File: src/dcpm_regs.svh
// Register map, field positions and reset values of the device config block
`ifndef DCPM_REGS_SVH
`define DCPM_REGS_SVH
`define DCPM_ADDR_BOOT_A 32'h40000000
`define DCPM_ADDR_BOOT_B 32'h40000004
`define DCPM_ADDR_HPI 32'h40000008
`define DCPM_ADDR_AMSB 32'h4000000C
`define DCPM_ADDR_AUMB 32'h40000010
`define DCPM_ADDR_TCS 32'h40000014
`define DCPM_ADDR_MUTE0 32'h40000018
`define DCPM_ADDR_MUTE1 32'h4000001C
`define DCPM_ADDR_MUTE2 32'h40000020
`define DCPM_ADDR_BRIDGE 32'h40000024
`define DCPM_ADDR_PINOPT 32'h40000028
`define DCPM_ADDR_STATUS 32'h4000002C
`define DCPM_HPI_EN 0
`define DCPM_HPI_HOST_NONMUX_MODE_BIT 1
`define DCPM_HPI_HALF 2
`define DCPM_HPI_SEC 3
`define DCPM_HPI_RST 4'h0
`define DCPM_BYTE_RST 8'h00
`define DCPM_TCS_CH0 0
`define DCPM_TCS_CH1 4
`define DCPM_TCS_RST 8'h77
`define DCPM_NUM_EVENTS 3'h6
`define DCPM_MUTE_RST 3'h0
`define DCPM_BRIDGE_RST 1'b0
`define DCPM_PO_SP0 0
`define DCPM_PO_SP1 2
`define DCPM_PO_OWN 8
`define DCPM_PINOPT_RST 16'h0010
`define DCPM_ST_A0 0
`define DCPM_ST_A1 8
`define DCPM_A0_5PIN 5'h0B
`define DCPM_A0_4PIN 5'h0C
`define DCPM_A0_3PIN 5'h0D
`define DCPM_A0_OFF 5'h10
`define DCPM_A1_ON 3'h4
`define DCPM_A1_OFF 3'h6
`endif

File: src/dcpm_pkg.sv
// Types shared by the device config block
package dcpm_pkg;
  typedef enum logic [3:0] {
    REG_BOOT_A = 4'b0000, REG_BOOT_B = 4'b0001, REG_HPI = 4'b0010, REG_AMSB = 4'b0011,
    REG_AUMB = 4'b0100, REG_TCS = 4'b0101, REG_MUTE0 = 4'b0110, REG_MUTE1 = 4'b0111,
    REG_MUTE2 = 4'b1000, REG_BRIDGE = 4'b1001, REG_PINOPT = 4'b1010, REG_STATUS = 4'b1011,
    REG_NONE = 4'b1111
  } dcpm_reg_type;
  typedef enum logic [1:0] {
    SP0_FULL = 2'b00, SP0_I2C1 = 2'b01, SP0_OFF = 2'b10
  } dcpm_sp0_opt_type;
  typedef enum logic [2:0] {
    SP1_5PIN = 3'b000, SP1_4PIN_SCS = 3'b001, SP1_4PIN_ENA = 3'b010, SP1_3PIN = 3'b011,
    SP1_OFF = 3'b100
  } dcpm_sp1_mode_type;
endpackage

File: src/dcpm_pin_arb.sv
// Output arbiter for one shared pin, requester 0 has highest priority
`timescale 1ns/1ns
module dcpm_pin_arb #(
  parameter int N = 2
) (
  input wire logic [N-1:0] i_req_oe,
  input wire logic [N-1:0] i_req_out,
  output logic o_oe,
  output logic o_out
);
  always_comb begin
    o_oe = |i_req_oe;
    o_out = 1'b0;
    // Walk low priority first so the highest requester wins
    for (int i = N - 1; i >= 0; i--) begin
      if (i_req_oe[i]) begin
        o_out = i_req_out[i];
      end
    end
  end
endmodule

File: src/dcpm_top.sv
// Device configuration registers and shared-pin multiplexer
`timescale 1ns/1ns
`include "dcpm_regs.svh"

// Operation
// - Boot registers capture eight pins each at reset release
// - Host port config sets enable and mode
// - Top address byte used in nonmux or secure
// - Upper middle byte used likewise
// - Timer capture channels pick audio transfer events
// - Each audio port picks its mute pin
// - Bridge control register drives bridge reset
// - Serial port 0 options one and two
// - Port disabled: I2C owns pins, data-out stays
// - Serial port 1 mode limits audio pins
// - Shared audio pins assigned per pin
// - Multiplexed host keeps 32-bit memory data
// - Nonmux host: upper pins become host address
// - Any output request drives, priority picks value
module dcpm_top (
  input wire logic i_clock,
  input wire logic i_rst,
  input wire logic i_hsel,
  input wire logic [31:0] i_haddr,
  input wire logic [1:0] i_htrans,
  input wire logic i_hwrite,
  input wire logic [2:0] i_hsize,
  input wire logic [31:0] i_hwdata,
  input wire logic i_hready,
  output logic [31:0] o_hrdata,
  output logic o_hreadyout,
  output logic o_hresp,
  input wire logic [7:0] i_boot_pins_a,
  input wire logic [7:0] i_boot_pins_b,
  output logic o_host_enable,
  output logic o_host_nonmux,
  output logic o_host_halfword,
  output logic o_host_addr_valid,
  output logic [7:0] o_host_addr_top,
  output logic [7:0] o_host_addr_mid,
  input wire logic [5:0] i_audio_dma_events,
  output logic [1:0] o_capture_trig,
  input wire logic [7:0] i_mute_pins,
  output logic [2:0] o_audio_mute_in,
  output logic o_bridge_reset,
  input wire logic [3:0] i_sp0_oe,
  input wire logic [3:0] i_sp0_out,
  input wire logic [3:0] i_i2c_oe,
  input wire logic [3:0] i_i2c_out,
  input wire logic [3:0] i_sp0_pin_in,
  output logic [3:0] o_sp0_pin_out,
  output logic [3:0] o_sp0_pin_oe_n,
  output logic [3:0] o_sp0_pin_sync,
  input wire logic i_simo_oe,
  input wire logic i_simo_out,
  output logic o_simo_pin_out,
  output logic o_simo_pin_oe_n,
  input wire logic [10:0] i_au0_oe,
  input wire logic [10:0] i_au0_out,
  input wire logic [10:0] i_sec_oe,
  input wire logic [10:0] i_sec_out,
  input wire logic [4:0] i_sp1_oe,
  input wire logic [4:0] i_sp1_out,
  input wire logic [10:0] i_ax_pin_in,
  output logic [10:0] o_ax_pin_out,
  output logic [10:0] o_ax_pin_oe_n,
  output logic [10:0] o_ax_pin_sync,
  input wire logic i_mem_oe_hi,
  input wire logic [15:0] i_mem_out_hi,
  input wire logic [15:0] i_md_pin_in,
  output logic [15:0] o_md_pin_out,
  output logic [15:0] o_md_pin_oe_n,
  output logic [15:0] o_md_pin_sync,
  output logic o_mem_wide
);
  import dcpm_pkg::*;

  logic [7:0] boot_a_q, boot_b_q;
  logic boot_done_q;
  logic [3:0] hpi_q;
  logic [7:0] amsb_q, aumb_q, tcs_q;
  logic [2:0] mute_q [3];
  logic brg_q;
  logic [15:0] pinopt_q;
  logic wr_q, rd_q, hready_q, addr_valid_q, simo_out_q, simo_oe_n_q, wide_q;
  dcpm_reg_type idx_q;
  logic [31:0] hrdata_q, rd_word;
  logic [1:0] trig_q;
  logic [2:0] mute_in_q;
  logic [3:0] sp0_out_q, sp0_oe_n_q, sp0_in_q, sp0_use, i2c_use, spi0_req, i2c_req, sp0_oe, sp0_val;
  logic [10:0] ax_out_q, ax_oe_n_q, ax_in_q, sp1_x, own_x, au0_req, sec_req, sp1_req, sp1_out_x, ax_oe, ax_val;
  logic [15:0] md_out_q, md_oe_n_q, md_in_q;
  logic [4:0] sp1_use, a0_max;
  logic [2:0] a1_max;
  logic addr_ok, wr_en;
  dcpm_sp0_opt_type sp0_opt;
  dcpm_sp1_mode_type sp1_mode;

  function automatic dcpm_reg_type reg_decode(input logic [31:0] a);
    unique case (a)
      `DCPM_ADDR_BOOT_A: return REG_BOOT_A;
      `DCPM_ADDR_BOOT_B: return REG_BOOT_B;
      `DCPM_ADDR_HPI: return REG_HPI;
      `DCPM_ADDR_AMSB: return REG_AMSB;
      `DCPM_ADDR_AUMB: return REG_AUMB;
      `DCPM_ADDR_TCS: return REG_TCS;
      `DCPM_ADDR_MUTE0: return REG_MUTE0;
      `DCPM_ADDR_MUTE1: return REG_MUTE1;
      `DCPM_ADDR_MUTE2: return REG_MUTE2;
      `DCPM_ADDR_BRIDGE: return REG_BRIDGE;
      `DCPM_ADDR_PINOPT: return REG_PINOPT;
      `DCPM_ADDR_STATUS: return REG_STATUS;
      default: return REG_NONE;
    endcase
  endfunction

  // Select outside the source range gives a quiet zero
  function automatic logic pick(input logic [7:0] v, input logic [2:0] s, input logic [2:0] n);
    return (s < n) ? v[s] : 1'b0;
  endfunction

  assign addr_ok = i_hsel && i_htrans[1] && i_hready;
  assign wr_en = wr_q && i_hready;
  assign sp0_opt = dcpm_sp0_opt_type'(pinopt_q[`DCPM_PO_SP0 +: 2]);
  assign sp1_mode = dcpm_sp1_mode_type'(pinopt_q[`DCPM_PO_SP1 +: 3]);

  // Reads take one wait state so a write just before is always seen
  always_ff @(posedge i_clock or posedge i_rst) begin
    if (i_rst) begin
      wr_q <= 1'b0;
      rd_q <= 1'b0;
      idx_q <= REG_NONE;
      hready_q <= 1'b1;
      hrdata_q <= 32'h00000000;
    end else begin
      wr_q <= addr_ok && i_hwrite;
      rd_q <= addr_ok && !i_hwrite;
      hready_q <= !(addr_ok && !i_hwrite);
      if (addr_ok) begin
        idx_q <= reg_decode(i_haddr);
      end
      if (rd_q) begin
        hrdata_q <= rd_word;
      end
    end
  end

  always_comb begin
    rd_word = 32'h00000000;
    unique case (idx_q)
      REG_BOOT_A: rd_word[7:0] = boot_a_q;
      REG_BOOT_B: rd_word[7:0] = boot_b_q;
      REG_HPI: rd_word[3:0] = hpi_q;
      REG_AMSB: rd_word[7:0] = amsb_q;
      REG_AUMB: rd_word[7:0] = aumb_q;
      REG_TCS: rd_word[7:0] = tcs_q;
      REG_MUTE0: rd_word[2:0] = mute_q[0];
      REG_MUTE1: rd_word[2:0] = mute_q[1];
      REG_MUTE2: rd_word[2:0] = mute_q[2];
      REG_BRIDGE: rd_word[0] = brg_q;
      REG_PINOPT: rd_word[15:0] = pinopt_q;
      REG_STATUS: begin
        rd_word[`DCPM_ST_A0 +: 5] = a0_max;
        rd_word[`DCPM_ST_A1 +: 3] = a1_max;
      end
      REG_NONE: rd_word = 32'h00000000;
    endcase
  end

  // Strap levels are caught on the first edge after release, never under reset
  always_ff @(posedge i_clock or posedge i_rst) begin
    if (i_rst) begin
      boot_done_q <= 1'b0;
      boot_a_q <= 8'h00;
      boot_b_q <= 8'h00;
    end else if (!boot_done_q) begin
      boot_done_q <= 1'b1;
      boot_a_q <= i_boot_pins_a;
      boot_b_q <= i_boot_pins_b;
    end
  end

  always_ff @(posedge i_clock or posedge i_rst) begin
    if (i_rst) begin
      hpi_q <= `DCPM_HPI_RST;
      amsb_q <= `DCPM_BYTE_RST;
      aumb_q <= `DCPM_BYTE_RST;
      tcs_q <= `DCPM_TCS_RST;
      mute_q[0] <= `DCPM_MUTE_RST;
      mute_q[1] <= `DCPM_MUTE_RST;
      mute_q[2] <= `DCPM_MUTE_RST;
      brg_q <= `DCPM_BRIDGE_RST;
      pinopt_q <= `DCPM_PINOPT_RST;
    end else if (wr_en) begin
      unique case (idx_q)
        REG_HPI: hpi_q <= i_hwdata[3:0];
        REG_AMSB: amsb_q <= i_hwdata[7:0];
        REG_AUMB: aumb_q <= i_hwdata[7:0];
        REG_TCS: tcs_q <= i_hwdata[7:0];
        REG_MUTE0: mute_q[0] <= i_hwdata[2:0];
        REG_MUTE1: mute_q[1] <= i_hwdata[2:0];
        REG_MUTE2: mute_q[2] <= i_hwdata[2:0];
        REG_BRIDGE: brg_q <= i_hwdata[0];
        REG_PINOPT: pinopt_q <= i_hwdata[15:0];
        // Boot capture and status words are read only
        default: ;
      endcase
    end
  end

  always_ff @(posedge i_clock or posedge i_rst) begin
    if (i_rst) begin
      addr_valid_q <= 1'b0;
      trig_q <= 2'b00;
      mute_in_q <= 3'b000;
      wide_q <= 1'b1;
    end else begin
      addr_valid_q <= hpi_q[`DCPM_HPI_HOST_NONMUX_MODE_BIT] || hpi_q[`DCPM_HPI_SEC];
      trig_q[0] <= pick({2'b00, i_audio_dma_events}, tcs_q[`DCPM_TCS_CH0 +: 3], `DCPM_NUM_EVENTS);
      trig_q[1] <= pick({2'b00, i_audio_dma_events}, tcs_q[`DCPM_TCS_CH1 +: 3], `DCPM_NUM_EVENTS);
      for (int p = 0; p < 3; p++) begin
        mute_in_q[p] <= pick(i_mute_pins, mute_q[p], 3'h7) || (mute_q[p] == 3'h7 && i_mute_pins[7]);
      end
      wide_q <= !hpi_q[`DCPM_HPI_HOST_NONMUX_MODE_BIT];
    end
  end

  always_comb begin
    unique case (sp0_opt)
      SP0_FULL: begin
        sp0_use = 4'b1111;
        i2c_use = 4'b0000;
      end
      SP0_I2C1: begin
        sp0_use = 4'b0011;
        i2c_use = 4'b1100;
      end
      default: begin
        sp0_use = 4'b0000;
        i2c_use = 4'b1111;
      end
    endcase
  end

  // Pin order per bit: chip select, enable, clock, data in, data out
  always_comb begin
    unique case (sp1_mode)
      SP1_5PIN: begin
        sp1_use = 5'b11111;
        a0_max = `DCPM_A0_5PIN;
      end
      SP1_4PIN_SCS: begin
        sp1_use = 5'b11101;
        a0_max = `DCPM_A0_4PIN;
      end
      SP1_4PIN_ENA: begin
        sp1_use = 5'b11110;
        a0_max = `DCPM_A0_4PIN;
      end
      SP1_3PIN: begin
        sp1_use = 5'b11100;
        a0_max = `DCPM_A0_3PIN;
      end
      default: begin
        sp1_use = 5'b00000;
        a0_max = `DCPM_A0_OFF;
      end
    endcase
    a1_max = (sp1_use == 5'b00000) ? `DCPM_A1_OFF : `DCPM_A1_ON;
  end

  assign spi0_req = i_sp0_oe & sp0_use;
  assign i2c_req = i_i2c_oe & i2c_use;
  assign sp1_x = {6'h00, sp1_use};
  assign sp1_out_x = {6'h00, i_sp1_out};
  // Owner bits exist only for pins that a second audio port can reach
  assign own_x = {pinopt_q[`DCPM_PO_OWN +: 8], 3'h0};
  assign au0_req = i_au0_oe & ~sp1_x & ~own_x;
  assign sec_req = i_sec_oe & ~sp1_x & own_x;
  assign sp1_req = {6'h00, i_sp1_oe & sp1_use};

  for (genvar k = 0; k < 4; k++) begin : g_sp0
    dcpm_pin_arb #(.N(2)) u_arb (
      .i_req_oe({i2c_req[k], spi0_req[k]}),
      .i_req_out({i_i2c_out[k], i_sp0_out[k]}),
      .o_oe(sp0_oe[k]),
      .o_out(sp0_val[k])
    );
  end

  for (genvar k = 0; k < 11; k++) begin : g_ax
    dcpm_pin_arb #(.N(3)) u_arb (
      .i_req_oe({sp1_req[k], sec_req[k], au0_req[k]}),
      .i_req_out({sp1_out_x[k], i_sec_out[k], i_au0_out[k]}),
      .o_oe(ax_oe[k]),
      .o_out(ax_val[k])
    );
  end

  // Pins leave through flops; the extra cycle is harmless at these pin rates
  always_ff @(posedge i_clock or posedge i_rst) begin
    if (i_rst) begin
      sp0_out_q <= 4'h0;
      sp0_oe_n_q <= 4'hF;
      simo_out_q <= 1'b0;
      simo_oe_n_q <= 1'b1;
      ax_out_q <= 11'h000;
      ax_oe_n_q <= 11'h7FF;
    end else begin
      sp0_out_q <= sp0_val;
      sp0_oe_n_q <= ~sp0_oe;
      simo_out_q <= i_simo_out;
      simo_oe_n_q <= !i_simo_oe;
      ax_out_q <= ax_val;
      ax_oe_n_q <= ~ax_oe;
    end
  end

  // Memory bus parking would fight the host address inputs in nonmux mode
  always_ff @(posedge i_clock or posedge i_rst) begin
    if (i_rst) begin
      md_out_q <= 16'h0000;
      md_oe_n_q <= 16'hFFFF;
    end else begin
      md_out_q <= i_mem_out_hi;
      md_oe_n_q <= {16{!(i_mem_oe_hi && !hpi_q[`DCPM_HPI_HOST_NONMUX_MODE_BIT])}};
    end
  end

  // One registered copy of each pin feeds every sharer at once
  always_ff @(posedge i_clock or posedge i_rst) begin
    if (i_rst) begin
      sp0_in_q <= 4'h0;
      ax_in_q <= 11'h000;
      md_in_q <= 16'h0000;
    end else begin
      sp0_in_q <= i_sp0_pin_in;
      ax_in_q <= i_ax_pin_in;
      md_in_q <= i_md_pin_in;
    end
  end

  assign o_hrdata = hrdata_q;
  assign o_hreadyout = hready_q;
  assign o_hresp = 1'b0;
  assign o_host_enable = hpi_q[`DCPM_HPI_EN];
  assign o_host_nonmux = hpi_q[`DCPM_HPI_HOST_NONMUX_MODE_BIT];
  assign o_host_halfword = hpi_q[`DCPM_HPI_HALF];
  assign o_host_addr_valid = addr_valid_q;
  assign o_host_addr_top = amsb_q;
  assign o_host_addr_mid = aumb_q;
  assign o_capture_trig = trig_q;
  assign o_audio_mute_in = mute_in_q;
  assign o_bridge_reset = brg_q;
  assign o_sp0_pin_out = sp0_out_q;
  assign o_sp0_pin_oe_n = sp0_oe_n_q;
  assign o_sp0_pin_sync = sp0_in_q;
  assign o_simo_pin_out = simo_out_q;
  assign o_simo_pin_oe_n = simo_oe_n_q;
  assign o_ax_pin_out = ax_out_q;
  assign o_ax_pin_oe_n = ax_oe_n_q;
  assign o_ax_pin_sync = ax_in_q;
  assign o_md_pin_out = md_out_q;
  assign o_md_pin_oe_n = md_oe_n_q;
  assign o_md_pin_sync = md_in_q;
  assign o_mem_wide = wide_q;

  property p_boot_cap;
    @(posedge i_clock) disable iff (i_rst)
      $rose(boot_done_q) |-> boot_a_q == $past(i_boot_pins_a) && boot_b_q == $past(i_boot_pins_b);
  endproperty
  a_boot_cap: assert property (p_boot_cap) else $error("boot pins not captured at release");

  property p_boot_ro;
    @(posedge i_clock) disable iff (i_rst)
      boot_done_q |=> $stable(boot_a_q) && $stable(boot_b_q);
  endproperty
  a_boot_ro: assert property (p_boot_ro) else $error("boot capture changed after release");

  property p_hpi_wr;
    @(posedge i_clock) disable iff (i_rst)
      wr_en && idx_q == REG_HPI |=> o_host_enable == $past(i_hwdata[`DCPM_HPI_EN])
        && o_host_nonmux == $past(i_hwdata[`DCPM_HPI_HOST_NONMUX_MODE_BIT]);
  endproperty
  a_hpi_wr: assert property (p_hpi_wr) else $error("host port config write lost");

  property p_addr_valid;
    @(posedge i_clock) disable iff (i_rst)
      (o_host_nonmux || hpi_q[`DCPM_HPI_SEC]) ##1 (o_host_nonmux || hpi_q[`DCPM_HPI_SEC]) |-> o_host_addr_valid;
  endproperty
  a_addr_valid: assert property (p_addr_valid) else $error("upper address not enabled");

  property p_mid_wr;
    @(posedge i_clock) disable iff (i_rst)
      wr_en && idx_q == REG_AUMB |=> o_host_addr_mid == $past(i_hwdata[7:0]);
  endproperty
  a_mid_wr: assert property (p_mid_wr) else $error("upper middle byte write lost");

  property p_cap_trig;
    @(posedge i_clock) disable iff (i_rst)
      tcs_q[2:0] < `DCPM_NUM_EVENTS |=> o_capture_trig[0] == $past(i_audio_dma_events[tcs_q[2:0]]);
  endproperty
  a_cap_trig: assert property (p_cap_trig) else $error("capture channel 0 wrong event");

  property p_mute;
    @(posedge i_clock) disable iff (i_rst)
      1'b1 |=> o_audio_mute_in[1] == $past(i_mute_pins[mute_q[1]]);
  endproperty
  a_mute: assert property (p_mute) else $error("mute input 1 wrong pin");

  property p_bridge;
    @(posedge i_clock) disable iff (i_rst)
      wr_en && idx_q == REG_BRIDGE |=> o_bridge_reset == $past(i_hwdata[0]);
  endproperty
  a_bridge: assert property (p_bridge) else $error("bridge reset not updated");

  property p_opt2;
    @(posedge i_clock) disable iff (i_rst)
      sp0_opt == SP0_I2C1 && i_i2c_oe[2] |=> !o_sp0_pin_oe_n[2] && o_sp0_pin_out[2] == $past(i_i2c_out[2]);
  endproperty
  a_opt2: assert property (p_opt2) else $error("I2C1 lost chip-select pin");

  property p_status;
    @(posedge i_clock) disable iff (i_rst)
      rd_q && idx_q == REG_STATUS && sp1_mode == SP1_OFF |=> o_hrdata[4:0] == `DCPM_A0_OFF && o_hreadyout;
  endproperty
  a_status: assert property (p_status) else $error("audio pin limit wrong");

  property p_owner;
    @(posedge i_clock) disable iff (i_rst)
      own_x[10] && i_sec_oe[10] |=> !o_ax_pin_oe_n[10] && o_ax_pin_out[10] == $past(i_sec_out[10]);
  endproperty
  a_owner: assert property (p_owner) else $error("owner select ignored");

  property p_wide;
    @(posedge i_clock) disable iff (i_rst)
      !o_host_nonmux && i_mem_oe_hi |=> o_md_pin_oe_n == 16'h0000 && o_md_pin_out == $past(i_mem_out_hi);
  endproperty
  a_wide: assert property (p_wide) else $error("memory upper data not driven");

  property p_nonmux;
    @(posedge i_clock) disable iff (i_rst)
      o_host_nonmux |=> o_md_pin_oe_n == 16'hFFFF;
  endproperty
  a_nonmux: assert property (p_nonmux) else $error("upper data driven in nonmux");

  property p_anyout;
    @(posedge i_clock) disable iff (i_rst)
      1'b1 |=> ~o_sp0_pin_oe_n == $past(spi0_req | i2c_req);
  endproperty
  a_anyout: assert property (p_anyout) else $error("shared pin direction wrong");
endmodule

File: config.mk
export PLATFORM = sky130hd
export DESIGN_NAME = dcpm_top
export DESIGN_NICKNAME = d
export VERILOG_FILES = /design/src/dcpm_pkg.sv /design/src/dcpm_pin_arb.sv /design/src/dcpm_top.sv
export VERILOG_INCLUDE_DIRS = /design/src /design/src/src
export SDC_FILE = /design/constraint.sdc
export NUM_CORES = 1
export LEC_CHECK = 0
export ABC_AREA = 1
export BUFFER_PORTS_ARGS = -buffer_cell sky130_fd_sc_hd__buf_2
export CAP_MARGIN = 20
export CORE_AREA = 2 2 163 165
export CTS_BUF_LIST = sky130_fd_sc_hd__clkbuf_4
export CTS_CLUSTER_DIAMETER = 80
export DETAILED_ROUTE_END_ITERATION = 7
export DIE_AREA = 0 0 165 167
export PLACE_DENSITY = 0.53
export SLEW_MARGIN = 20
export SYNTH_ARGS = -nofsm -noshare
export SYNTH_HDL_FRONTEND = slang
export SYNTH_SLANG_ARGS = --single-unit
export TNS_END_PERCENT = 30
File: constraint.sdc
create_clock -name i_clock -period 16.5 [get_ports i_clock]
set_input_delay 1.65 -clock i_clock [delete_from_list [all_inputs] [get_ports i_clock]]
set_output_delay 1.65 -clock i_clock [all_outputs]
set_load 0.01 [all_outputs]
; ---- After elaboration in Yosys (flattened, before gate mapping)
; Cells that the tools add are included.
[op_classes]
n_eq_ne = 31
magnitude_cmp = 10
bitwise = 11
reduce_logical = 47
mux = 63
[ops]
columns = operator, count
row1 = $eq 32x31->1 const B, 12
row2 = $pmux 4 s12, 1
row3 = $mux 1, 45
row4 = $and 11x11->11, 4
row5 = $not 11->11, 2
row6 = $pmux 2 s11, 1
row7 = $reduce_or 2->1, 11
row8 = $eq 4x4->1 const B, 5
row9 = $lt 3x4->1 const B, 5
row10 = $pmux 5 s4, 1
row11 = $pmux 3 s6, 1
row12 = $reduce_and 2->1, 9
row13 = $eq 4x3->1 const B, 4
row14 = $pmux 4 s2, 2
row15 = $bmux 1 s3, 5
row16 = $lt 3x3->1 const B, 5
row17 = $pmux 5 s3, 1
row18 = $reduce_or 3->1, 5
row19 = $pmux 1 s13, 1
row20 = $not 5->11, 1
row21 = $eq 3x3->1 const B, 3
row22 = $logic_and 1x1->1, 9
row23 = $and 4x4->4, 2
row24 = $eq 4x2->1 const B, 2
row25 = other kinds (17), 25
[word_totals]
output_inout_bits = 156
wordCells = 194
reg_bits = 181
in_bits = 224

; ---- Depth between registers and ports, before layout
; Gate-level depths: netlist of run 1.
[logic_depth]
ltp_word = 7
ltp_mapped = 11
ltp_nobuf = 11

; ---- Hierarchy
; From an unflattened synthesis of run 1, not the netlist that was laid out.
[hier_totals]
hier_cells = 923
hier_area_um2 = 7996.4
[by_module_without_submodules]
columns = mod, cells_per_inst, instances, area_per_inst_um2
row1 = dcpm_top, 782, 1, 7438.4
row2 = dcpm_pin_arb (g_ax[0].u_arb ...), 11, 11, 42.5
row3 = dcpm_pin_arb (g_sp0[0].u_arb ...), 5, 4, 22.5

; ---- Worst setup path after synthesis of run 1
; OpenSTA, ideal clock, no wires.
[synth_path]
path_kind = input to register
from = input i_hready
to = register pinopt_q[8]
setup_ns = 0.125
arrival_ns = 2.503
stages = 4
required_ns = 16.375
slack_ns = 13.872
cell_sequence = nand2_1 -> clkinv_1 -> nand2_4 -> mux2_2
[synth_between]
elab_chain_len = 2
[synth_rtl]
columns = item, line
row1 = from (decl), dcpm_top.sv:29  ; input wire logic i_hready,
row2 = $logic_and 1x1->1, dcpm_top.sv:123  ; assign wr_en = wr_q && i_hready;
row3 = $reduce_and 2->1 (no line), n/a
row4 = to (signal assigned), dcpm_top.sv:193  ; pinopt_q <= `DCPM_PINOPT_RST;
row5 = to (signal assigned), dcpm_top.sv:204  ; REG_PINOPT: pinopt_q <= i_hwdata[15:0];
row6 = to (decl), dcpm_top.sv:84  ; logic [15:0] pinopt_q;
; Every way passes these cells.
; A chain may end at the register's enable or synchronous reset.

; ---- Worst setup path after layout of run 1
[layout_path]
from = register o_md_pin_oe_n[0] (netlist name)
to = output o_md_pin_oe_n[7]
[layout_rtl]
columns = item, line
row1 = to (decl), dcpm_top.sv:72  ; output logic [15:0] o_md_pin_oe_n,
; No word-level cell between the ends.

==> metrics.md, run 1 <==
| Metric | Value |
|---|---|
| Final setup viols | `0` |
| Worst-skew pair later-pin latency | `between 500 and 600 ps` |
| Core box area | `25,800 um^2` |
| Dpl hpwl | `approximately 18,000 um` |
| Slew Viols, Final | `0` |
| Ports | `380` |
| Final worst setup slack | `~13,000 ps` |
| Number of global-route vias before repair | `about 6,300` |
| Root buf cell | `clkbuf_4` |
| Crit end category | `output pin` |
| Wirelength per Cell | `about 16 um` |
| Detail Route Antenna Nets | `0` |
| Pwr dens | `a little over 80 nW/um^2` |
| CP max-delay cell | `dfstp_2` |
| Fillers | `2,678` |
| CP arrival | `roughly 1500 ps` |
| Setup Buffers After CTS | `0` |
| Fin Hold WS | `around 480 ps` |
| RSZ-0062 raised after global routing | `false` |
| Number of nets in the layout | `around 1,300` |
| Largest net degree at the start of global routing | `about 110` |
| Pre-CTS setup slack | `about 13,000 ps` |
| Count of different cell masters after synthesis | `39` |
| Flops & latches, synth | `around 180` |
| First-pass DRT Iterations | `5` |
| Relative slew slack | `0.388` |
| Vias | `6,524` |
| Mapped Area | `7600 um^2` |
| Initial antenna violation count | `3` |
| Slew at the pin closest to its max-slew limit | `919 ps` |
| GRT Total Usage | `0.171` |
| Ys flop type | `dfrtp_1` |
| Die height | `between 150 and 200 um` |
| Die area | `about 28,000 um^2` |
| Initial DRC count | `451` |
| Family with the most delay on the worst path | `flip-flops` |
| Clock Path Buffers | `2` |
| H-tree levels | `4` |
| TNS Setup | `0 ps` |
| # hold bufs at CTS | `0` |
| Drt drc | `0` |
| Fin crit share | `0.188` |
| Max_cap viols | `0` |
| CTS resizes | `0` |
| CP max stage delay | `roughly 700 ps` |
| # rows | `59` |
| Critical-path maximum fanout | `16` |
| Worst-path clk slew | `around 160 ps` |
| Worst Hold Class | `reg -> reg` |
| GRT overflow | `0` |
| Die Width | `between 150 and 200 um` |
| P_leak | `about 5.2 nW` |
| Placer's final routability congestion estimate | `roughly 0.81` |
| Vias per std cell | `about 4.4` |
| Share of layout cells above drive strength 1 | `0.372` |
| Fin. Hold Viols | `0` |
| CTS tree | `done` |
| Syn Area/Cell | `~9.5 um^2` |
| WP buf/inv | `1` |
| Number of flops mapped to enable cells by yosys | `0` |
| Worst Setup Start Kind | `flop` |
| Sink Count | `~180` |
| Layout area overhead | `27.7%` |
| Ys async rst share | `1.00` |
| Port bufs | `336` |
| Reg-to-reg setup timing slack | `approximately 14,000 ps` |
| Synth Warn # | `0` |
| Status | `finished clean` |
| Routed WL | `~24,000 um` |
| Cell count after synthesis | `797` |
| Peak VDD IR | `41.7 uV` |
| First-pass GRT wire length | `approximately 36,000 um` |
| CP Data Required Time | `around 15,000 ps` |
| Initial core utilization | `0.295` |
| Layout Skew | `between 30 and 40 ps` |
| Crit path cell chain | `buf_2` |
| F_max | `323 MHz` |
| Final min period | `3100 ps` |
| Sequential fraction of the synthesis area | `0.601` |
| Clock buffer count from CTS | `17` |
| Setup CP Type | `reg -> out` |
[sequential cells by signal, summed over array words and instances, names as in the netlist, 8 cells and up]
signal / cells
o_hrdata: 16
o_md_pin_out: 16
o_md_pin_sync: 16
pinopt_q: 16
o_ax_pin_oe_n: 11
o_ax_pin_out: 11
o_ax_pin_sync: 11
mute_q: 9
boot_a_q: 8
boot_b_q: 8
o_host_addr_mid: 8
o_host_addr_top: 8
tcs_q: 8
[Yosys cell counts, types with 2 or more instances]
library cell / n / area share
nand2_1: 180 / 0.089
dfrtp_1: 151 / 0.50
inv_1: 84 / 0.041
nor2_1: 70 / 0.035
nand3_1: 57 / 0.038
o21ai_0: 57 / 0.038
a21oi_1: 33 / 0.022
buf_4: 32 / 0.032
dfstp_2: 30 / 0.10
mux2i_1: 11 / 0.014
mux2_2: 8 / 0.012
o21ai_1: 8 / 0.0053
o22ai_1: 8 / 0.0066
clkbuf_1: 6 / 0.0030
nand2_4: 6 / 0.0089
buf_6: 5 / 0.0074
o211ai_1: 5 / 0.0049
o31ai_1: 5 / 0.0049
nor2_4: 4 / 0.0059
a21boi_0: 3 / 0.0030
a32o_1: 3 / 0.0039
buf_2: 3 / 0.0020
nand4_1: 3 / 0.0025
nor2_2: 3 / 0.0025
a211oi_1: 2 / 0.0020
a22o_1: 2 / 0.0023
and2_1: 2 / 0.0016
clkinv_1: 2 / 0.00099
conb_1: 2 / 0.00099
nor3_1: 2 / 0.0013
o2111ai_1: 2 / 0.0023
[cells by family after synthesis]
family          count (synthesis)  share of synthesized area
simple gates                  328                      0.184
flops                         181                      0.601
buf+inv                       134                     0.0877
compound gates                133                      0.100
mux                            19                     0.0263
other cells                     2                   0.000988
[final timing paths]
path | from | end | depth (start not counted)
setup / recovery | o_md_pin_oe_n[0] | o_md_pin_oe_n[7] | 1
hold / removal | pinopt_q[15] | o_ax_pin_oe_n[10] | 1
setup reg to reg | pinopt_q[4] | o_hrdata[2] | 7
hold reg to reg | pinopt_q[15] | o_ax_pin_oe_n[10] | 1
max in group asynchronous | i_rst | o_sp0_pin_out[1] | 3
min in group asynchronous | i_rst | o_ax_pin_sync[0] | 2
[placed cells by master, fill, tap and decap left out, types with 3 or more instances in the layout]
| cell type | Yosys | routed |
|---|---|---|
| o21ai_0 | 57 | 57 |
| nor2_2 | 3 | 3 |
| nand3_1 | 57 | 57 |
| dfrtp_1 | 151 | 151 |
| conb_1 | 2 | 18 |
| diode_2 | 0 | 3 |
| a21oi_1 | 33 | 33 |
| a21boi_0 | 3 | 3 |
| o31ai_1 | 5 | 5 |
| nand2_4 | 6 | 6 |
| nand2_1 | 180 | 180 |
| dfstp_2 | 30 | 30 |
| mux2i_1 | 11 | 11 |
| nor2_4 | 4 | 4 |
| a32o_1 | 3 | 3 |
| inv_1 | 84 | 83 |
| nor2_1 | 70 | 70 |
| clkinv_1 | 2 | 3 |
| o22ai_1 | 8 | 8 |
| o21ai_1 | 8 | 8 |
| nand4_1 | 3 | 3 |
| mux2_2 | 8 | 8 |
| inv_6 | 0 | 5 |
| inv_8 | 0 | 5 |
| buf_2 | 3 | 336 |
| o211ai_1 | 5 | 5 |
| clkbuf_4 | 0 | 17 |
[per-stage QoR]
step | area, um^2 | utilization | instances | power (W)
2_1_floorplan | 7660 | - | 813 | 0.000513
3_3_place_gp | 9440 | 0.367 | 1438 | 0.000556
3_5_place_dp | 9440 | 0.367 | 1438 | 0.000557
4_1_cts | 9710 | 0.377 | 1470 | 0.000800
5_1_grt | 9710 | 0.377 | 1472 | 0.000827
6_report | 9710 | 0.377 | 1473 | 0.000787
[cell type report]
cell class	instances	area, um^2	share of cell area
antenna	3	7.51	0.000773
clock buffer	17	128	0.0131
clock inverter	15	135	0.0139
inverter	87	337	0.0347
multi-input combinational	498	2430	0.250
sequential	181	4570	0.470
tap	335	419	0.0432
timing repair buffer	337	1690	0.174
[power by group]
part,leakage (nW),internal (W),switching [W]
logic,2.86,0.0000342,0.0000442
registers,2.20,0.000462,0.00000651
clock network,0.146,0.0000666,0.000173
total,5.20,0.000562,0.000224
[layer usage]
metal	vias to the layer above	part of all wire	global-route usage
met2	261	0.49	0.288
met3	21	0.088	0.0535
met5	-	0	0
met1	3061	0.41	0.211
met4	0	0.015	0.0454
li1	3181	-	-
No activity file was read; power rests on OpenSTA's default activity.
==> run 2, diff against run 1 <==
--- a/config.mk
+++ b/config.mk
@@ -14,7 +14,7 @@
 export CTS_CLUSTER_DIAMETER = 80
 export DETAILED_ROUTE_END_ITERATION = 7
 export DIE_AREA = 0 0 165 167
-export PLACE_DENSITY = 0.53
+export PLACE_DENSITY = 0.55
 export SLEW_MARGIN = 20
 export SYNTH_ARGS = -nofsm -noshare
 export SYNTH_HDL_FRONTEND = slang
==> constraint.sdc (replaced) <==
create_clock -name i_clock -period 2.6 [get_ports i_clock]
set_input_delay 0.26 -clock i_clock [delete_from_list [all_inputs] [get_ports i_clock]]
set_output_delay 0.26 -clock i_clock [all_outputs]
set_load 0.01 [all_outputs]
==> run 2 against run 1 <==
  * Final area increased by 16%
  * Register-to-register slack got worse by 14000 ps
  * Count of clock-buffer cells in the layout is the same
  * Sequential power increased to 6.3 times the previous value
  * Die area unchanged
  * Critical path depth up 5
  * Sequential share of layout area decreased by 6.4 points
  * Clock skew about the same
  * Utilization up 6.0 points
  * Via count increased by 9.3%
  * Power increased to 6.6 times the previous value
==> metrics.md, run 2 (synthesis results as in run 1) <==
| Metric | Value |
|---|---|
| Initial core utilization | `0.295 (unchanged)` |
| Met3 routed wirelength | `1870 um (was 2060 um)` |
| Root buf cell | `clkbuf_4 (unchanged)` |
| CTS resizes | `0 (unchanged)` |
| Relative slew slack | `0.515 (was 0.388)` |
| Crit end category | `flop (was output pin)` |
| CP max stage delay | `770 ps (was 700 ps)` |
| Wirelength per Cell | `15.4 um (was 16.0 um)` |
| Slew at the pin closest to its max-slew limit | `728 ps (was 919 ps)` |
| CP arrival | `2810 ps (was 1450 ps)` |
| RSZ-0062 raised after global routing | `false (unchanged)` |
| Drt drc | `0 (unchanged)` |
| H-tree levels | `4 (unchanged)` |
| Fillers | `2,551 (was 2,678)` |
| Layout Skew | `33.2 ps (was 33.6 ps)` |
| Placed Area | `9490 um^2 (was 9440 um^2)` |
| Min-delay src | `i_mute_pins[0] (was pinopt_q[15])` |
| P_leak | `5.85 nW (was 5.20 nW)` |
| Top sig layer | `met5 (was met4)` |
| Commonest non-fill, non-tap cell in the layout | `buf_2 (unchanged)` |
| Vias per std cell | `4.39 (was 4.43)` |
| F_max | `between 400 and 500 MHz` |
| TNS Setup | `0 ps (unchanged)` |
| # rows | `59 (unchanged)` |
| Die Width | `165 um (unchanged)` |
| Worst r2r path cells | `6 (was 7)` |
| Setup CP Type | `reg -> reg (was reg -> out)` |
| Worst-path clk slew | `160 ps (about the same)` |
| Placer's final routability congestion estimate | `0.851 (was 0.808)` |
| Final min period | `2310 ps` |
| Worst-skew pair later-pin latency | `570 ps (was 580 ps)` |
| Fin. Hold Viols | `0 (unchanged)` |
| Clock buffer count from CTS | `17 (unchanged)` |
| Vias | `7,128 (was 6,524)` |
| Fin area | `11,200 um^2 (was 9710 um^2)` |
| Die height | `167 um (unchanged)` |
| CTS tree | `done (unchanged)` |
| Crit path cell chain | `nand2_1 -> nor2_1 -> nand2_1 -> dlygate4sd3_1 -> nand3_1 -> dlygate4sd3_1 (was buf_2)` |
| GRT Total Usage | `0.180 (was 0.171)` |
| Port bufs | `336 (unchanged)` |
| Layout area overhead | `47.9% (was 27.7%)` |
| Dpl hpwl | `18,200 um (was 18,100 um)` |
| Area occupied by multi-input gates | `2430 um^2 (unchanged)` |
| First-pass GRT wire length | `37,700 um (was 35,600 um)` |
| Reg-to-reg setup timing slack | `290 ps (was 14,320 ps)` |
| Worst Hold Class | `in -> reg (was reg -> reg)` |
| Largest net degree at the start of global routing | `94 (was 113)` |
| Pwr dens | `464 nW/um^2 (was 81.0 nW/um^2)` |
| WP buf/inv | `2 (was 1)` |
| Peak VDD IR | `276 uV (was 41.7 uV)` |
| Routed wl met2 | `12,600 um (was 11,500 um)` |
| Core box area | `25,800 um^2 (unchanged)` |
| GRT overflow | `0 (unchanged)` |
| Number of nets in the layout | `1,496 (was 1,346)` |
| Number of global-route vias before repair | `6,987 (was 6,323)` |
| Worst Setup Start Kind | `flop (unchanged)` |
| First-pass DRT Iterations | `5 (unchanged)` |
| Setup Buffers After CTS | `0 (unchanged)` |
| Clock Path Buffers | `2 (unchanged)` |
| Final setup viols | `0 (unchanged)` |
| FF/Latch Area | `4570 um^2 (unchanged)` |
| Ports | `380 (unchanged)` |
| Fin crit share | `0.889` |
| Die area | `27,600 um^2 (unchanged)` |
| R2r endpoint | `o_ax_pin_out[3] (was o_hrdata[2])` |
| Origin of the critical flop-to-flop path | `pinopt_q[4] (unchanged)` |
| Max_cap viols | `0 (unchanged)` |
| Critical-path maximum fanout | `15 (was 16)` |
| # hold bufs at CTS | `145 (was 0)` |
| Detail Route Antenna Nets | `0 (unchanged)` |
| CP Data Required Time | `3100 ps (was 14,850 ps)` |
| Initial antenna violation count | `5 (was 3)` |
| Family with the most delay on the worst path | `buffers and inverters (was flip-flops)` |
| Status | `finished clean (unchanged)` |
| Metal1 wirelength | `9990 um (was 9630 um)` |
| Worst hold endpoint | `o_audio_mute_in[0] (was o_ax_pin_oe_n[10])` |
| Hold Crit Depth | `4 (was 1)` |
| Routed WL | `25,000 um (was 23,500 um)` |
| Most frequent cells in the layout | `336 x buf_2, 180 x nand2_1, 151 x dfrtp_1 (unchanged)` |
| Sink Count | `181 (unchanged)` |
| Slew Viols, Final | `0 (unchanged)` |
| Share of layout cells above drive strength 1 | `0.332 (was 0.372)` |
| Initial DRC count | `484 (was 451)` |
| CP max-delay cell | `dfstp_2 (unchanged)` |
run 2: final cells by class:
class | count | share of cell area
inverters | 87 | 0.0296
clock inverters | 15 | 0.0140
repair buffers | 487 | 0.285
clock buffers | 17 | 0.0113
diodes | 3 | 0.000667
flip-flops and latches | 181 | 0.406
multi-input cells | 498 | 0.216
well taps | 335 | 0.0373
run 2: tightest hold or removal path, delay by kind of cell:
family | cells | cell delay [ps]
buffers and inverters | 1 | 110
AO/OA/AOI/OAI | 1 | 110
AND/OR/NAND/NOR | 2 | 110
run 2: routing by layer:
layer | vias to the layer above | global-route usage
li1 | 3498 | -
met3 | 30 | 0.0471
met4 | 4 | 0.0594
met2 | 269 | 0.317
met5 | - | 0
met1 | 3327 | 0.210
run 2: worst max path at each step:
stage | startpoint | end | cells past startpoint
finish | pinopt_q[4] | o_ax_pin_out[3] | 6
CTS | pinopt_q[4] | o_ax_pin_out[3] | 6
floorplan | i_rst | boot_a_q[0] | 1
global placement | pinopt_q[4] | o_hrdata[2] | 7
global route | pinopt_q[4] | o_ax_pin_out[3] | 6
detailed placement | pinopt_q[4] | o_hrdata[2] | 7
run 2: report_power, final:
part           internal, W  leakage, nW  switching [W]
logic             0.000363         3.50       0.000322
registers          0.00293         2.20      0.0000406
clock network     0.000440        0.151        0.00113
run 2: stage by stage:
step / setup slack (ps) / util / power [W] / hold WS, ps / instances
global route: 226 / 0.437 / 0.00549 / 3.36 / 1623
finish: 287 / 0.437 / 0.00522 / 52.7 / 1623
detailed placement: 665 / 0.369 / 0.00354 / 345 / 1442
floorplan: 41.9 / - / 0.00326 / 286 / 813
CTS: 322 / 0.436 / 0.00530 / 0.439 / 1619
global placement: 715 / 0.369 / 0.00354 / 349 / 1442
==> run 3, diff against run 2 <==
--- a/config.mk
+++ b/config.mk
@@ -14,7 +14,7 @@
 export CTS_CLUSTER_DIAMETER = 80
 export DETAILED_ROUTE_END_ITERATION = 7
 export DIE_AREA = 0 0 165 167
-export PLACE_DENSITY = 0.55
+export PLACE_DENSITY = 0.53
 export SLEW_MARGIN = 20
 export SYNTH_ARGS = -nofsm -noshare
 export SYNTH_HDL_FRONTEND = slang
==> constraint.sdc (replaced) <==
create_clock -name i_clock -period 2.94 [get_ports i_clock]
set_input_delay 0.294 -clock i_clock [delete_from_list [all_inputs] [get_ports i_clock]]
set_output_delay 0.294 -clock i_clock [all_outputs]
set_load 0.01 [all_outputs]
==> run 3 against run 2 <==
  * Wire length increased by 2.6%
  * Sequential power shrank 11%
  * Count of clock-buffer cells in the layout up 1
  * Register-to-register slack better by 510 ps
  * Clock power fell by 3%
  * Non-clock buffer count down 4
  * Worst hold slack worse by 9.5 ps
  * First-iteration DRC count increased by 2.3%
  * Utilization up 0.053 points
  * Flip-flop and latch count stayed put
  * Clock skew fell by 10 ps
  * Critical path type unchanged
  * Largest power group unchanged
  * Highest routed layer unchanged
==> metrics.md, run 3 (synthesis results as in run 1) <==
| Metric | Value |
|---|---|
| Status | `finished clean (unchanged)` |
| H-tree levels | `4 (unchanged)` |
| CP Data Required Time | `3450 ps (was 3100 ps)` |
| Most frequent cells in the layout | `336 x buf_2, 180 x nand2_1, 151 x dfrtp_1 (unchanged)` |
| Final std cells w/o fill | `1,619 (was 1,623)` |
| Total power after layout | `0.00477 W (was 0.00522 W)` |
| P_leak | `5.86 nW (was 5.85 nW)` |
| Met1 usage | `0.224 (was 0.210)` |
| Met3 usage | `0.0456 (was 0.0471)` |
| Die height | `167 um (unchanged)` |
| Initial DRC count | `495 (was 484)` |
| Die area | `27,600 um^2 (unchanged)` |
| Met2 usage | `0.310 (was 0.317)` |
| Clock buffer count from CTS | `17 (unchanged)` |
| Fillers | `2,525 (was 2,551)` |
| CP max stage delay | `780 ps (was 770 ps)` |
| Port bufs | `336 (unchanged)` |
| Share of layout cells above drive strength 1 | `0.333 (was 0.332)` |
| Placer's final routability congestion estimate | `0.836 (was 0.851)` |
| Inst Count DP | `1,441 (was 1,442)` |
| Layout area overhead | `48.1% (was 47.9%)` |
| Commonest non-fill, non-tap cell in the layout | `buf_2 (unchanged)` |
| Layout Skew | `23.1 ps (was 33.2 ps)` |
| Worst-path clk slew | `170 ps (was 160 ps)` |
| Relative slew slack | `0.361 (was 0.515)` |
| CTS resizes | `0 (unchanged)` |
| Vias per std cell | `4.40 (was 4.39)` |
| CTS tree | `done (unchanged)` |
| Setup CP Type | `reg -> reg (unchanged)` |
| Vias | `7,126 (was 7,128)` |
| Detail Route Antenna Nets | `0 (unchanged)` |
| Initial core utilization | `0.295 (unchanged)` |
| Routed WL | `25,700 um (was 25,000 um)` |
| Clock Path Buffers | `2 (unchanged)` |
| GRT Max-Usage Layer | `met2 (unchanged)` |
| Dpl hpwl | `18,800 um (was 18,200 um)` |
| Family with the most delay on the worst path | `buffers and inverters (unchanged)` |
| Fin area | `11,300 um^2 (was 11,200 um^2)` |
| F_max | `466 MHz (was 432 MHz)` |
| Drt drc | `0 (unchanged)` |
| Setup Buffers After CTS | `0 (unchanged)` |
| Initial antenna violation count | `3 (was 5)` |
| Pwr dens | `424 nW/um^2 (was 464 nW/um^2)` |
| GRT Total Usage | `0.184 (was 0.180)` |
| WP buf/inv | `2 (unchanged)` |
| Worst-skew pair later-pin latency | `570 ps (about the same)` |
| Die Width | `165 um (unchanged)` |
| # rows | `59 (unchanged)` |
| Sink Count | `181 (unchanged)` |
| Fin Hold WS | `43.1 ps (was 52.7 ps)` |
| # hold bufs at CTS | `141 (was 145)` |
| Instance count on the critical path | `4 (was 6)` |
| CP max-delay cell | `dfstp_2 (unchanged)` |
| Number of global-route vias before repair | `6,937 (was 6,987)` |
| Slew at the pin closest to its max-slew limit | `959 ps (was 728 ps)` |
| Final min period | `2150 ps (was 2310 ps)` |
| Worst Hold Class | `in -> reg (unchanged)` |
| Worst Setup Start Kind | `flop (unchanged)` |
| Crit path cell chain | `nand4_1 -> dlygate4sd3_1 -> nand3_1 -> dlygate4sd3_1 (was nand2_1 -> nor2_1 -> nand2_1 -> dlygate4sd3_1 -> nand3_1 -> dlygate4sd3_1)` |
| Root buf cell | `clkbuf_4 (unchanged)` |
| GRT overflow | `0 (unchanged)` |
| Crit end category | `flop (unchanged)` |
| Core box area | `25,800 um^2 (unchanged)` |
| Fin. Hold Viols | `0 (unchanged)` |
| Slew Viols, Final | `0 (unchanged)` |
| Largest net degree at the start of global routing | `57 (was 94)` |
| Hold Crit Depth | `3 (was 4)` |
| Wirelength per Cell | `15.9 um (was 15.4 um)` |
| First-pass GRT wire length | `38,400 um (was 37,700 um)` |
| CP arrival | `2660 ps (was 2810 ps)` |
| Ports | `380 (unchanged)` |
| RSZ-0062 raised after global routing | `false (unchanged)` |
| TNS Setup | `0 ps (unchanged)` |
| Final setup viols | `0 (unchanged)` |
| Number of nets in the layout | `1,492 (was 1,496)` |
| Fin crit share | `0.730 (was 0.889)` |
| Peak VDD IR | `203 uV (was 276 uV)` |
| Max_cap viols | `0 (unchanged)` |
| First-pass DRT Iterations | `5 (unchanged)` |
| Critical-path maximum fanout | `15 (unchanged)` |
| Cell repeated most along the worst path | `dlygate4sd3_1` |
| Placed Area | `9500 um^2 (was 9490 um^2)` |
| Worst r2r path cells | `4 (was 6)` |
==> run 3: cell count changes in the layout (fill, tap and decap cells not counted) <==
cell           previous run  this run
buf_4                     3         1
inv_6                     4         2
clkinv_1                  3         2
clkbuf_4                 17        18
buf_12                    2         3
dlygate4sd3_1           146       143
clkinv_4                  2         3
clkinv_8                  3         2
bufinv_16                 0         2
==> run 3: final cells by class <==
type | instances | area (um^2) | area share
antenna | 3 | 7.51 | 0.000667
multi-input combinational | 498 | 2430 | 0.216
clock buffer | 18 | 135 | 0.0120
sequential | 181 | 4570 | 0.406
inverter | 87 | 333 | 0.0296
clock inverter | 14 | 189 | 0.0168
tap | 335 | 419 | 0.0372
timing repair buffer | 483 | 3180 | 0.282
==> run 3: path summary, 6_finish.rpt <==
kind	start	to	slack [ps]
min reg2reg	o_hrdata[10]	o_hrdata[10]	490
max	pinopt_q[4]	o_ax_pin_out[4]	790
max in group asynchronous	i_rst	idx_q[0]	1890
min	i_hwdata[5]	pinopt_q[5]	40
min in group asynchronous	i_rst	o_sp0_pin_sync[0]	310
max reg2reg	pinopt_q[4]	o_ax_pin_out[4]	790
==> run 3: worst reg2reg max path, cell delays in order (launching register included) <==
cell	delay, ps
dfstp_2	780
nand4_1	130
dlygate4sd3_1	580
nand3_1	60
dlygate4sd3_1	540
==> run 3: report_power, final <==
group          total (W)  switching, W  leakage [nW]  internal, W
registers        0.00263     0.0000394          2.20      0.00259
logic           0.000609      0.000288          3.49     0.000320
clock network    0.00153      0.000973         0.171     0.000560
total            0.00477       0.00130          5.86      0.00347
==> run 3: metrics by stage <==
stage | setup slack, ps | util
3_5_place_dp | 956 | 0.369
4_1_cts | 807 | 0.436
2_1_floorplan | 348 | -
6_report | 795 | 0.437
3_3_place_gp | 1060 | 0.369
5_1_grt | 704 | 0.437
==> run 3: metal layers <==
metal | share of wire | vias to the layer above
li1 | - | 3480
met1 | 0.40 | 3338
met2 | 0.50 | 273
met3 | 0.065 | 33
met4 | 0.028 | 2
met5 | 0.00062 | -
